File: config.mk
export PLATFORM = sky130hd
export DESIGN_NAME = wdc_config_watchdog
export DESIGN_NICKNAME = d
export VERILOG_FILES = /design/src/pkg/wdc_pkg.sv /design/src/design/wdc_config_watchdog.sv
export VERILOG_INCLUDE_DIRS = /design/src /design/src/pkg
export SDC_FILE = /design/constraint.sdc
export NUM_CORES = 1
export LEC_CHECK = 0
export BUFFER_PORTS_ARGS = -buffer_cell sky130_fd_sc_hd__buf_2
export CORE_MARGIN = 2
export CORE_UTILIZATION = 45
export DETAILED_ROUTE_END_ITERATION = 12
export SLEW_MARGIN = 25
export SYNTH_ARGS = -nofsm -noshare
export SYNTH_HDL_FRONTEND = slang
export SYNTH_SLANG_ARGS = --single-unit
File: constraint.sdc
create_clock -name core_clk -period 2.8 [get_ports core_clk]
set_input_delay 0.7 -clock core_clk [delete_from_list [all_inputs] [get_ports core_clk]]
set_output_delay 0.7 -clock core_clk [all_outputs]
set_load 0.05 [all_outputs]
File: src/pkg/wdc_defines.svh
// Offsets, field positions, reset values and cycle counts for the
// configuration and watchdog block.
// Assumes inclusion by bare name from the design module and the testbench.
`ifndef WDC_DEFINES_SVH
`define WDC_DEFINES_SVH

// Register addresses on the internal register bus
`define WDC_ADDR_OPT_SECOND 16'h001e
`define WDC_ADDR_OPT_FIRST 16'h001f
`define WDC_ADDR_SERVICE 16'hffff

// Second option register field positions
`define WDC_O2_PULLUP_OFF 7
`define WDC_O2_IRQ_ON 6
`define WDC_O2_OSC_HI 4
`define WDC_O2_OSC_LO 3
`define WDC_O2_RSTPIN_ON 0
`define WDC_O2_MASK 8'hd9

// First option register field positions
`define WDC_O1_PERIOD_SEL 7
`define WDC_O1_LVM_IN_STOP 6
`define WDC_O1_LVM_RST_OFF 5
`define WDC_O1_LVM_PWR_OFF 4
`define WDC_O1_LVM_FIVE 3
`define WDC_O1_SHORT_REC 2
`define WDC_O1_STOP_EN 1
`define WDC_O1_WDOG_OFF 0

// Reset values; only the power-on-only bits survive other resets
`define WDC_OPT_RESET 8'h00
`define WDC_O2_KEEP_MASK 8'h01
`define WDC_O1_KEEP_MASK 8'h08

// Cycle counts in fast-clock cycles; the wakeup count in wakeup-oscillator ticks
`define WDC_REC_SHORT_CYC 13'd32
`define WDC_REC_LONG_CYC 13'd4096
`define WDC_RSTPIN_LOW_CYC 6'd32
`define WDC_WAKE_SHORT_TICKS 15'd512

`endif

File: src/pkg/wdc_pkg.sv
// Types for the configuration and watchdog block: state machine and state record.
// Assumes the defines header is on the include path.
package wdc_pkg;

  // Run, stopped, or waiting out the stop recovery delay
  typedef enum logic [1:0] {
    WDC_RUN,
    WDC_STOP,
    WDC_RECOVER
  } wdc_mode_t;

  // Whole state of the block in one record
  typedef struct packed {
    wdc_mode_t mode;
    logic [7:0] opt_first;
    logic [7:0] opt_second;
    logic first_written;
    logic second_written;
    logic [11:0] prescale;
    logic [5:0] wdog_count;
    logic [12:0] recover_count;
    logic recover_long;
    logic [14:0] wake_count;
    logic [5:0] rstpin_count;
    logic rstpin_oe;
    logic wdog_reset;
    logic wdog_cause_flag;
    logic [7:0] rdata;
    logic pullup_en;
    logic irq_function_en;
    logic [1:0] osc_source;
    logic reset_pin_function_en;
    logic lvm_power_en;
    logic lvm_reset_en;
    logic lvm_run_in_stop;
    logic lvm_five_volt;
    logic stop_insn_en;
    logic illegal_opcode;
    logic wake_request;
    logic stop_exit_done;
    logic wdog_enabled;
    logic in_stop;
  } wdc_state_t;

endpackage

File: src/design/wdc_config_watchdog.sv
// Write-once system option registers and the watchdog with its prescaler.
// Assumes a synchronous register bus, a fast clock at 25 MHz, rst_n as the
// power-on reset, and other reset sources arriving as a synchronous request.
//
// Operation
// - One write per reset, readable always
// - Reset pin bit cleared only at power-on
// - Five-volt mode bit cleared only at power-on
// - Pullup-off bit disconnects the interrupt pin pullup
// - Interrupt pin function enabled by its bit
// - Two bits select the oscillator source
// - Reset pin function enabled by its bit
// - Period bit picks 8176 or 262128 cycles
// - In stop, 512 or 16384 wakeup ticks
// - Monitor runs in stop if enabled, powered
// - Monitor reset-off bit blocks monitor resets
// - Monitor power-off bit powers monitor down
// - Voltage bit selects five or three volt
// - Stop recovery waits 32 or 4096 cycles
// - Monitor-caused stop exit always recovers long
// - Stop disabled means illegal opcode
// - Watchdog disable bit turns watchdog off
// - Six-bit counter after prescaler, overflow resets
// - Watchdog reset drives pin, sets cause flag
// - Service address reads reset vector low byte
// - Stop instruction clears the prescaler
`timescale 1ns/100ps
`include "wdc_defines.svh"

// Design notes
// - The watchdog is one 18-bit chain: the low twelve bits are the system
//   prescale counter and the top six bits the watchdog counter proper, so a
//   single adder carries the prescaler into the watchdog.
// - Overflow is taken one count early so that the reset request pulse
//   appears after exactly the selected number of counting cycles.
// - A service write clears the watchdog bits and the upper eight prescale
//   bits only; the low four prescale bits keep running, so the next timeout
//   may come up to fifteen cycles early. Software must allow for that.
// - Watchdog overflow also acts as an internal reset of this block. Only the
//   reset-pin function bit and the five-volt monitor bit survive it.
// - The cause flag and the reset-pin stretch counter are deliberately left
//   out of the internal reset, so the pin stays low across the reset it
//   announces and software can still see why it restarted.
// - The wakeup timer only advances on wakeup-oscillator ticks; the tick is
//   expected to be synchronised to the fast clock by the caller.
// - The watchdog is idle in stop and resumes during stop recovery.
// - Clock enable low holds every flop, including pulses in flight, so a
//   pulse output may stand for longer than one clock while frozen.
// - Reads have no side effects; a read of the service address returns the
//   reset vector byte supplied from outside and never any watchdog state.
// - The second option register only stores its defined bits; the others
//   are masked on write and always read back as zero.
// - A stop instruction with stop disabled gives a one-cycle illegal opcode
//   pulse and leaves the mode unchanged.
// - A monitor trip during stop takes priority over an ordinary wake and
//   always uses the long recovery delay.

module wdc_config_watchdog #(
  // Watchdog timeouts in fast-clock cycles
  parameter logic [17:0] WDOG_LONG_CYC = 18'd262128,
  parameter logic [17:0] WDOG_SHORT_CYC = 18'd8176,
  // Long wakeup period in wakeup-oscillator ticks
  parameter logic [14:0] WAKE_LONG_TICKS = 15'd16384
) (
  // Clock, power-on reset, clock enable
  input wire logic core_clk,
  input wire logic rst_n,
  input wire logic clk_en,
  // Register bus
  input wire logic [15:0] bus_addr,
  input wire logic [7:0] bus_wdata,
  input wire logic bus_wr,
  input wire logic bus_rd,
  output logic [7:0] bus_rdata,
  // Reset vector low byte, returned on a service-address read
  input wire logic [7:0] reset_vec_lo,
  // Other reset sources and reset cause flag handling
  input wire logic sys_reset_req,
  input wire logic cause_flag_clear,
  output logic wdog_cause_flag,
  output logic wdog_reset,
  // Reset pin, open drain
  output logic rstpin_out,
  output logic rstpin_oe,
  // Stop mode
  input wire logic stop_insn,
  input wire logic stop_wake,
  input wire logic lvm_trip,
  input wire logic wakeup_osc_tick,
  output logic illegal_opcode,
  output logic wake_request,
  output logic stop_exit_done,
  output logic in_stop,
  // Option outputs
  output logic irq_pullup_en,
  output logic irq_function_en,
  output logic [1:0] osc_source,
  output logic reset_pin_function_en,
  output logic lvm_power_en,
  output logic lvm_reset_en,
  output logic lvm_run_in_stop,
  output logic lvm_five_volt,
  output logic stop_insn_en,
  output logic wdog_enabled
);

  // Current and next state record
  wdc_pkg::wdc_state_t st;
  wdc_pkg::wdc_state_t next_st;

  // Last count value before the watchdog overflows
  function automatic logic [17:0] wdog_limit(input logic short_sel);
    if (short_sel) begin
      wdog_limit = WDOG_SHORT_CYC - 18'd1;
    end else begin
      wdog_limit = WDOG_LONG_CYC - 18'd1;
    end
  endfunction

  // Last recovery count before the core resumes
  function automatic logic [12:0] recover_limit(input logic long_sel);
    if (long_sel) begin
      recover_limit = `WDC_REC_LONG_CYC - 13'd1;
    end else begin
      recover_limit = `WDC_REC_SHORT_CYC - 13'd1;
    end
  endfunction

  // Last wakeup tick count before a wakeup request
  function automatic logic [14:0] wake_limit(input logic short_sel);
    if (short_sel) begin
      wake_limit = `WDC_WAKE_SHORT_TICKS - 15'd1;
    end else begin
      wake_limit = WAKE_LONG_TICKS - 15'd1;
    end
  endfunction

  // Bus decode helpers
  logic wr_first;
  logic wr_second;
  logic wr_service;
  logic wdog_timeout;
  logic other_reset;

  // Address decode for writes
  // Reads are decoded in the next-state logic instead
  always_comb begin
    wr_first = 1'b0;
    wr_second = 1'b0;
    wr_service = 1'b0;
    if (bus_wr && bus_addr == `WDC_ADDR_OPT_FIRST) begin
      wr_first = 1'b1;
    end else if (bus_wr && bus_addr == `WDC_ADDR_OPT_SECOND) begin
      wr_second = 1'b1;
    end else if (bus_wr && bus_addr == `WDC_ADDR_SERVICE) begin
      wr_service = 1'b1;
    end
  end

  // Overflow only while counting; a service write in the same cycle wins
  // The compare spans the whole 18-bit chain, not the watchdog bits alone
  always_comb begin
    wdog_timeout = !st.opt_first[`WDC_O1_WDOG_OFF] && st.mode != wdc_pkg::WDC_STOP &&
      {st.wdog_count, st.prescale} >= wdog_limit(st.opt_first[`WDC_O1_PERIOD_SEL]) && !wr_service;
    other_reset = sys_reset_req || wdog_timeout;
  end

  // Next-state logic
  always_comb begin
    next_st = st;
    // One-cycle outputs fall back each cycle
    next_st.rdata = 8'h00;
    next_st.illegal_opcode = 1'b0;
    next_st.wake_request = 1'b0;
    next_st.stop_exit_done = 1'b0;
    next_st.wdog_reset = 1'b0;

    // Register reads; data stand only in the following cycle
    // Masked bits were never stored, so they read back as zero
    if (bus_rd) begin
      if (bus_addr == `WDC_ADDR_OPT_FIRST) begin
        next_st.rdata = st.opt_first;
      end else if (bus_addr == `WDC_ADDR_OPT_SECOND) begin
        next_st.rdata = st.opt_second;
      end else if (bus_addr == `WDC_ADDR_SERVICE) begin
        next_st.rdata = reset_vec_lo;
      end else begin
        // Unmapped reads return zero
        next_st.rdata = 8'h00;
      end
    end

    // Single permitted write per register since the last reset
    // A refused write leaves both the value and its flag untouched
    if (wr_first && !st.first_written) begin
      next_st.opt_first = bus_wdata;
      next_st.first_written = 1'b1;
    end
    if (wr_second && !st.second_written) begin
      next_st.opt_second = bus_wdata & `WDC_O2_MASK;
      next_st.second_written = 1'b1;
    end

    // Watchdog chain: prescaler feeds the six-bit counter
    // Held while disabled or stopped; counting resumes in recovery
    if (!st.opt_first[`WDC_O1_WDOG_OFF] && st.mode != wdc_pkg::WDC_STOP) begin
      {next_st.wdog_count, next_st.prescale} = {st.wdog_count, st.prescale} + 18'd1;
    end
    if (wr_service) begin
      // Keep the low prescale stages so bus timing is not disturbed
      next_st.wdog_count = 6'd0;
      next_st.prescale[11:4] = 8'h00;
    end

    // Mode machine
    // Other resets force run further down
    case (st.mode)
      wdc_pkg::WDC_RUN: begin
        // A stop instruction either parks the core or is refused
        if (stop_insn) begin
          if (st.opt_first[`WDC_O1_STOP_EN]) begin
            next_st.mode = wdc_pkg::WDC_STOP;
            next_st.prescale = 12'h000;
            next_st.wake_count = 15'd0;
          end else begin
            next_st.illegal_opcode = 1'b1;
          end
        end
      end
      wdc_pkg::WDC_STOP: begin
        // Wakeup timer runs on the wakeup oscillator ticks only
        if (wakeup_osc_tick) begin
          if (st.wake_count >= wake_limit(st.opt_first[`WDC_O1_PERIOD_SEL])) begin
            next_st.wake_count = 15'd0;
            next_st.wake_request = 1'b1;
          end else begin
            next_st.wake_count = st.wake_count + 15'd1;
          end
        end
        if (lvm_trip) begin
          // Monitor exits always take the long delay
          next_st.mode = wdc_pkg::WDC_RECOVER;
          next_st.recover_long = 1'b1;
          next_st.recover_count = 13'd0;
        end else if (stop_wake) begin
          // An ordinary wake honours the short recovery bit
          next_st.mode = wdc_pkg::WDC_RECOVER;
          next_st.recover_long = !st.opt_first[`WDC_O1_SHORT_REC];
          next_st.recover_count = 13'd0;
        end
      end
      wdc_pkg::WDC_RECOVER: begin
        // Count out the recovery delay, then resume running
        if (st.recover_count >= recover_limit(st.recover_long)) begin
          next_st.mode = wdc_pkg::WDC_RUN;
          next_st.stop_exit_done = 1'b1;
        end else begin
          next_st.recover_count = st.recover_count + 13'd1;
        end
      end
      default: begin
        // Unused encoding falls back to run
        next_st.mode = wdc_pkg::WDC_RUN;
      end
    endcase

    // Reset pin stretch; survives the internal reset it announces
    // Loaded on overflow below and counted down to zero here
    if (st.rstpin_count != 6'd0) begin
      next_st.rstpin_count = st.rstpin_count - 6'd1;
    end
    next_st.rstpin_oe = next_st.rstpin_count != 6'd0;

    // Any reset other than power-on
    // Counters other than the reset pin stretch and write-once flags restart; power-on-only bits are kept
    if (other_reset) begin
      next_st.mode = wdc_pkg::WDC_RUN;
      next_st.prescale = 12'h000;
      next_st.wdog_count = 6'd0;
      next_st.recover_count = 13'd0;
      next_st.wake_count = 15'd0;
      next_st.first_written = 1'b0;
      next_st.second_written = 1'b0;
      next_st.opt_first = st.opt_first & `WDC_O1_KEEP_MASK;
      next_st.opt_second = st.opt_second & `WDC_O2_KEEP_MASK;
      next_st.illegal_opcode = 1'b0;
      next_st.wake_request = 1'b0;
      next_st.stop_exit_done = 1'b0;
    end
    // The pin is only pulled when its reset function is enabled
    if (wdog_timeout) begin
      next_st.wdog_reset = 1'b1;
      if (st.opt_second[`WDC_O2_RSTPIN_ON]) begin
        next_st.rstpin_count = `WDC_RSTPIN_LOW_CYC;
        next_st.rstpin_oe = 1'b1;
      end
    end

    // Cause flag: a new watchdog reset wins over a clear
    // Other resets leave the flag alone so software can read the cause
    if (wdog_timeout) begin
      next_st.wdog_cause_flag = 1'b1;
    end else if (cause_flag_clear) begin
      next_st.wdog_cause_flag = 1'b0;
    end

    // Registered option outputs follow the next stored values
    // Decoded here so every output comes straight from a flop
    next_st.pullup_en = !next_st.opt_second[`WDC_O2_PULLUP_OFF];
    next_st.irq_function_en = next_st.opt_second[`WDC_O2_IRQ_ON];
    next_st.osc_source = {next_st.opt_second[`WDC_O2_OSC_HI], next_st.opt_second[`WDC_O2_OSC_LO]};
    next_st.reset_pin_function_en = next_st.opt_second[`WDC_O2_RSTPIN_ON];
    next_st.lvm_power_en = !next_st.opt_first[`WDC_O1_LVM_PWR_OFF];
    next_st.lvm_reset_en = !next_st.opt_first[`WDC_O1_LVM_RST_OFF];
    next_st.lvm_run_in_stop = next_st.opt_first[`WDC_O1_LVM_IN_STOP] &&
      !next_st.opt_first[`WDC_O1_LVM_PWR_OFF];
    next_st.lvm_five_volt = next_st.opt_first[`WDC_O1_LVM_FIVE];
    next_st.stop_insn_en = next_st.opt_first[`WDC_O1_STOP_EN];
    next_st.wdog_enabled = !next_st.opt_first[`WDC_O1_WDOG_OFF];
    // Stop status registered like the option outputs
    next_st.in_stop = next_st.mode == wdc_pkg::WDC_STOP;

    // Clock enable low freezes everything
    // Placed last so it overrides every assignment above
    if (!clk_en) begin
      next_st = st;
    end
  end

  // State register; power-on reset loads constants only
  // Reset levels of the option outputs match a cleared option record
  always_ff @(posedge core_clk or negedge rst_n) begin
    if (!rst_n) begin
      st <= '0;
      st.mode <= wdc_pkg::WDC_RUN;
      st.opt_first <= `WDC_OPT_RESET;
      st.opt_second <= `WDC_OPT_RESET;
      st.pullup_en <= 1'b1;
      st.lvm_power_en <= 1'b1;
      st.lvm_reset_en <= 1'b1;
      st.wdog_enabled <= 1'b1;
    end else begin
      st <= next_st;
    end
  end

  // Outputs straight from the state record
  // Every output below except the constant rstpin_out is a flop of the record, never a decode
  assign bus_rdata = st.rdata;
  assign wdog_cause_flag = st.wdog_cause_flag;
  assign wdog_reset = st.wdog_reset;
  // Open-drain pin only ever pulls low
  assign rstpin_out = 1'b0;
  assign rstpin_oe = st.rstpin_oe;
  assign illegal_opcode = st.illegal_opcode;
  assign wake_request = st.wake_request;
  assign stop_exit_done = st.stop_exit_done;
  assign in_stop = st.in_stop;
  assign irq_pullup_en = st.pullup_en;
  assign irq_function_en = st.irq_function_en;
  assign osc_source = st.osc_source;
  assign reset_pin_function_en = st.reset_pin_function_en;
  assign lvm_power_en = st.lvm_power_en;
  assign lvm_reset_en = st.lvm_reset_en;
  assign lvm_run_in_stop = st.lvm_run_in_stop;
  assign lvm_five_volt = st.lvm_five_volt;
  assign stop_insn_en = st.stop_insn_en;
  assign wdog_enabled = st.wdog_enabled;

endmodule

# Word level (Yosys, flattened, before mapping)
# Cells that the tools add are included.
dict set report classes {
  add_sub_neg 4
  n_lt_le_gt_ge 3
  n_eq_ne 12
  mux 57
  n_reduce_logical 36
}
# cell count
set op_table {}
lappend op_table {{$mux 15} 7}
lappend op_table {{$mux 8} 8}
lappend op_table {{$mux 51} 1}
lappend op_table {{$mux 12} 4}
lappend op_table {{$mux 14} 3}
lappend op_table {{$mux 18} 2}
lappend op_table {{$eq 16x5->1 const B} 2}
lappend op_table {{$pmux 15 s2} 1}
lappend op_table {{$mux 13} 2}
lappend op_table {{$pmux 13 s2} 1}
lappend op_table {{$add 18x1->18 const B} 1}
lappend op_table {{$ge 18x18->1} 1}
lappend op_table {{$mux 1} 18}
lappend op_table {{$eq 16x16->1 const B} 1}
lappend op_table {{$add 15x1->15 const B} 1}
lappend op_table {{$ge 15x15->1} 1}
lappend op_table {{$add 13x1->13 const B} 1}
lappend op_table {{$ge 13x13->1} 1}
lappend op_table {{$mux 6} 2}
lappend op_table {{$ne 3x3->1 const B} 4}
lappend op_table {{$reduce_bool 6->1} 2}
lappend op_table {{$mux 2} 5}
lappend op_table {{$logic_and 1x1->1} 9}
lappend op_table {{$logic_not 1->1} 9}
lappend op_table {{other kinds (16)} 25}
dict set report totals {
  ff_bits 99
  in_bits 43
  output_inout_bits 27
}

# Longest topological paths before layout
dict set report logic_depth {
  word_depth 12
  depth_mapped 9
  ltp_nobuf 8
}

# Worst setup path before layout
# No wires, ideal clock.
dict set report synth_timing {
  kind {input to register}
  startpoint {input port bus_addr[6]}
  endpoint {register st[92] in the netlist's numbering}
  arrival_time_ps 2334
  required_ps 2672
  slack_ps 339
  path_stages 5
  path_buffers 0
  cell_sequence {nor4_1 nand4b_2 or4_4 nor3_4 mux2_1}
}
dict set report synth_between {
  elab_chain_len 9
}
# element line_no
set synth_lines {}
lappend synth_lines {{start, declared} wdc_config_watchdog.sv:70} ;# input wire logic [15:0] bus_addr,
lappend synth_lines {{$eq 16x16->1 (no source line)} --}
lappend synth_lines {{$logic_and 1x1->1 (no source line)} --}
lappend synth_lines {{$mux 1} wdc_config_watchdog.sv:155} ;# end else if (bus_wr && bus_addr == `WDC_ADDR_SERVICE) begin
lappend synth_lines {{$mux 1} wdc_config_watchdog.sv:153} ;# end else if (bus_wr && bus_addr == `WDC_ADDR_OPT_SECOND) begin
lappend synth_lines {{$mux 1} wdc_config_watchdog.sv:151} ;# if (bus_wr && bus_addr == `WDC_ADDR_OPT_FIRST) begin
lappend synth_lines {{$logic_not 1->1} wdc_config_watchdog.sv:164} ;# {st.wdog_count, st.prescale} >= wdog_limit(st.opt_first[`WDC_O1_PERIOD_SEL]) && !wr_service;
lappend synth_lines {{$logic_and 1x1->1} wdc_config_watchdog.sv:163} ;# wdog_timeout = !st.opt_first[`WDC_O1_WDOG_OFF] && st.mode != wdc_pkg::WDC_STOP &&
lappend synth_lines {{$logic_or 1x1->1} wdc_config_watchdog.sv:165} ;# other_reset = sys_reset_req || wdog_timeout;
lappend synth_lines {{$mux 51 (*)} wdc_config_watchdog.sv:276} ;# if (other_reset) begin
lappend synth_lines {{end signal, assigned} wdc_config_watchdog.sv:343} ;# st <= next_st;
lappend synth_lines {{end, declared} wdc_config_watchdog.sv:108} ;# wdc_pkg::wdc_state_t st;
# Mark *: on every way between the ends. The rest lies on a longest branch, timed or not. The select of a mux whose other input is x is not followed.
# A chain may end at the register's enable or synchronous reset.

# Final worst setup path
dict set report layout_timing {
  startpoint {register st[96] in the netlist's numbering}
  endpoint {register st[50] in the netlist's numbering}
}
dict set report layout_between {
  elab_chain_len 7
}
# element line_no
set layout_lines {}
lappend layout_lines {{$mux 18 (*)} wdc_config_watchdog.sv:113} ;# if (short_sel) begin
lappend layout_lines {{$ge 18x18->1 (*)} wdc_config_watchdog.sv:164}
lappend layout_lines {{$logic_and 1x1->1 (*) (2 in a row)} wdc_config_watchdog.sv:163}
lappend layout_lines {{$logic_or 1x1->1 (*)} wdc_config_watchdog.sv:165}
lappend layout_lines {{$ne 4x4->1 (no source line), or another cell as far along} --}
lappend layout_lines {{$reduce_and 4->1 (no source line)} --}
# Mark *: on every way between the ends. The rest lies on a longest branch, timed or not.

==> results.yml <==
run_status:
  status: "finished clean"
clocking:
  clock_path_buffers: 2
  clock-root-buffer: "clkbuf_16"
  cts_tree: "yes"
  clk-insertion-delay-late_ns: 0.35
  htree_levels: 3
  cts_sinks: 90
  ctsHoldBuffers: 0
  clkTransAtPathRegs_ns: 0.07
  post_cts_buffers: 0
  cts_resized: 0
  cts-buffers-inserted: 9
logic_synthesis:
  synth.cell_area_um2: 5525
  yosys_warnings: 0
  synth_top_family_by_area: "simple AND/OR/NAND/NOR gates"
  synth_ff_type: "dfrtp_1"
  synthAdderAreaFrac_pct: 4.982
  synth.avg_cell_area_um2: 9.163
  postSynth.asyncResetShare_pct: 100.0
  ys_seq_elements: 90
  synth-edff-count: 0
  synth-simple-area-share_pct: 23.26
  synthMuxAreaShare_pct: 2.083
  synth-compound-area-share_pct: 22.53
  synth_cells: 603
  ys_seq_area_share_pct: 40.85
  post-synth-top-area-cell: "dfrtp_1"
  yosys.cell_types.count: 69
  synthTopCellsByArea: "dfrtp_1 39%, ha_1 5.0%, nand2_1 3.4%, nor2_1 2.7%, a22o_1 2.7%"
  synth_nets: 668
  synth-xor-area-share_pct: 0.7926
  synth_top_cell_area_share_pct: 38.95
finish:
  nets: 730
  largest_register_ffs: 70
  num-fill-cells: 1122
  top_register: "st"
  layout_common_cells: "86 x dfrtp_1, 67 x buf_2, 50 x nand2_1"
  post_route_cells_drive_above_1_share_pct: 19.70
  multiInputGateArea_um2: 2979
  area_growth_pct: 15.58
  regArea_um2: 2257
  diodes: 0
  final_common_cell: "dfrtp_1"
place:
  dp_hpwl_mm: 10.21
  port_buffers: 68
  gp_congestion: 0.8424
  dpl_worst_slack_ns: 0.1388
floorplanning:
  die-area_um2: 13180
  rows: 40
  die_x_um: 114.8
  chipHeight_um: 114.8
  core-area_um2: 12010
  io_pins: 70
  initial_core_util_pct: 46.00
routing:
  routedWlPerCell_um: 17.86
  ant_nets: 0
  drc: 0
  dr_total_vias: 5046
  drt_first_pass_iters: 5
  drt-initial-drc-count: 429
  drt-total-wl_mm: 14.59
  via_per_inst: 6.176
timing:
  fmax_ghz: 0.3861
  finalMaxSlewViolations: 0
  worst_slew_pin_slew_ns: 0.6401
  fin_skew_ns: 0.007254
  finalSetupViolCount: 0
  tns_ns: 0
  period_needed_ns: 2.590
  min_period_over_period_pct: 92.50
  fin_ws_ns: 0.2100
  hold_viol: 0
  max-slew-margin-rel_pct: 57.33
  rsz0062_at_grt: "false"
pwr:
  p_per_area_nw_per_um2: 480.6
  ir_worst_vdd_uv: 367.0
  power_leakage_nw: 2.885
worst_setup_path:
  r2r-start: "st[96]"
  r2r_setup_slack_ns: 0.21
  end_kind: "register"
  worstPathArrival_ns: 2.81
  worstPathRequired_ns: 3.02
  crit_path_max_fanout: 12
  reg2reg_depth: 7
  critical_path_class: "register to register"
  r2r-end: "st[50]"
  worstSetupStartpointType: "register"
run:
  cap_violations: 0
global_routing:
  grt_pass1_vias: 4874
  grt_max_degree: 63
  antenna_found_initial: 0
  track_usage_pct: 23.23
  grt_pass1_wl_mm: 24.33
  grt_overflow: 0
hold_path:
  hp-class: "primary input to asynchronous set/reset pin"
-- worst max path at each step --
stage | from | end | slack, ns | cells after the start
finish | st[96] | st[50] | 0.21 | 7
global route | st[96] | st[26] | 0.001 | 7
CTS | st[96] | st[54] | 0.20 | 7
detailed placement | bus_addr[4] | st[35] | 0.14 | 8
global placement | bus_addr[4] | st[37] | 0.15 | 8
floorplan | bus_addr[6] | st[92] | 0.34 | 5
-- cells by family after synthesis --
kind of cell / count (synthesis)
mux: 11
simple gates: 236
other cells: 1
fa+ha+maj: 22
compound gates: 172
xor+xnor: 5
buf+inv: 66
flops: 90
-- power breakdown --
part	leakage (nW)	internal [W]	switching, W	total (W)
Clock	0.151	0.000781	0.000533	0.00131
Combinational	1.51	0.000138	0.000220	0.000357
Sequential	1.22	0.00135	0.0000524	0.00140
-- worst max-delay path, stage by stage, from the launching register on --
cell     delay [ns]
dfrtp_1        0.49
ha_1           0.36
and4_1         0.19
nand4_1        0.15
o31ai_4        0.39
nand2_2        0.12
and3_1         0.35
a221o_1        0.42
-- metrics by stage --
stage	total power [W]	hold WS, ns	area [um2]	instances	utilization, %
floorplan	0.001644	0.4044	5525	603	-
global placement	0.001770	0.4552	6061	801	50.46
detailed placement	0.001779	0.4580	6061	801	50.46
CTS	0.003101	0.3789	6380	817	53.11
global route	0.003208	0.4007	6386	817	53.17
finish	0.003069	0.3503	6386	817	53.17
-- cell type report --
class / count / area share [%]
Clock buffer: 9 / 3.527
Clock inverter: 7 / 1.469
Inverter: 27 / 1.587
Multi-Input combinational cell: 447 / 46.65
Sequential cell: 90 / 35.34
Tap cell: 147 / 2.880
Timing Repair Buffer: 90 / 8.542
-- routing by layer --
layer  global-route usage (%)  vias to the layer above  part of all wire, %
met4                    9.076                        0                  1.9
met3                    3.321                       19                  3.9
met2                    38.62                      145                   48
met1                    30.89                     2480                   46
li1                         -                     2402                    -
met5                        0                        -                    0
-- cells in the mapped netlist (3+ instances only) --
| cell type | number |
|---|---|
| nand3b_1 | 4 |
| clkbuf_1 | 19 |
| and4_1 | 4 |
| o31ai_1 | 7 |
| dfstp_2 | 4 |
| nor4_1 | 9 |
| a211oi_1 | 6 |
| inv_1 | 27 |
| nand2b_1 | 7 |
| ha_1 | 22 |
| o211ai_1 | 4 |
| buf_2 | 6 |
| and2_1 | 5 |
| a22oi_1 | 5 |
| o22ai_1 | 10 |
| nand4b_1 | 8 |
| nor3_1 | 23 |
| buf_4 | 12 |
| dfrtp_1 | 86 |
| nand3_1 | 26 |
| a31oi_1 | 11 |
| a21oi_1 | 29 |
| mux2i_1 | 7 |
| a221o_1 | 8 |
| a21o_1 | 3 |
| nor2b_1 | 15 |
| a211o_1 | 3 |
| a41oi_1 | 4 |
| nand2_1 | 50 |
| and3_1 | 14 |
| o2bb2ai_1 | 15 |
| nand4_1 | 13 |
| nor3b_1 | 4 |
| nor2_1 | 40 |
| o21ai_0 | 25 |
| a221oi_1 | 6 |
| xnor2_1 | 3 |
| a22o_1 | 17 |
| mux2_2 | 3 |
Note: power is estimated with default switching activity, not from simulation.
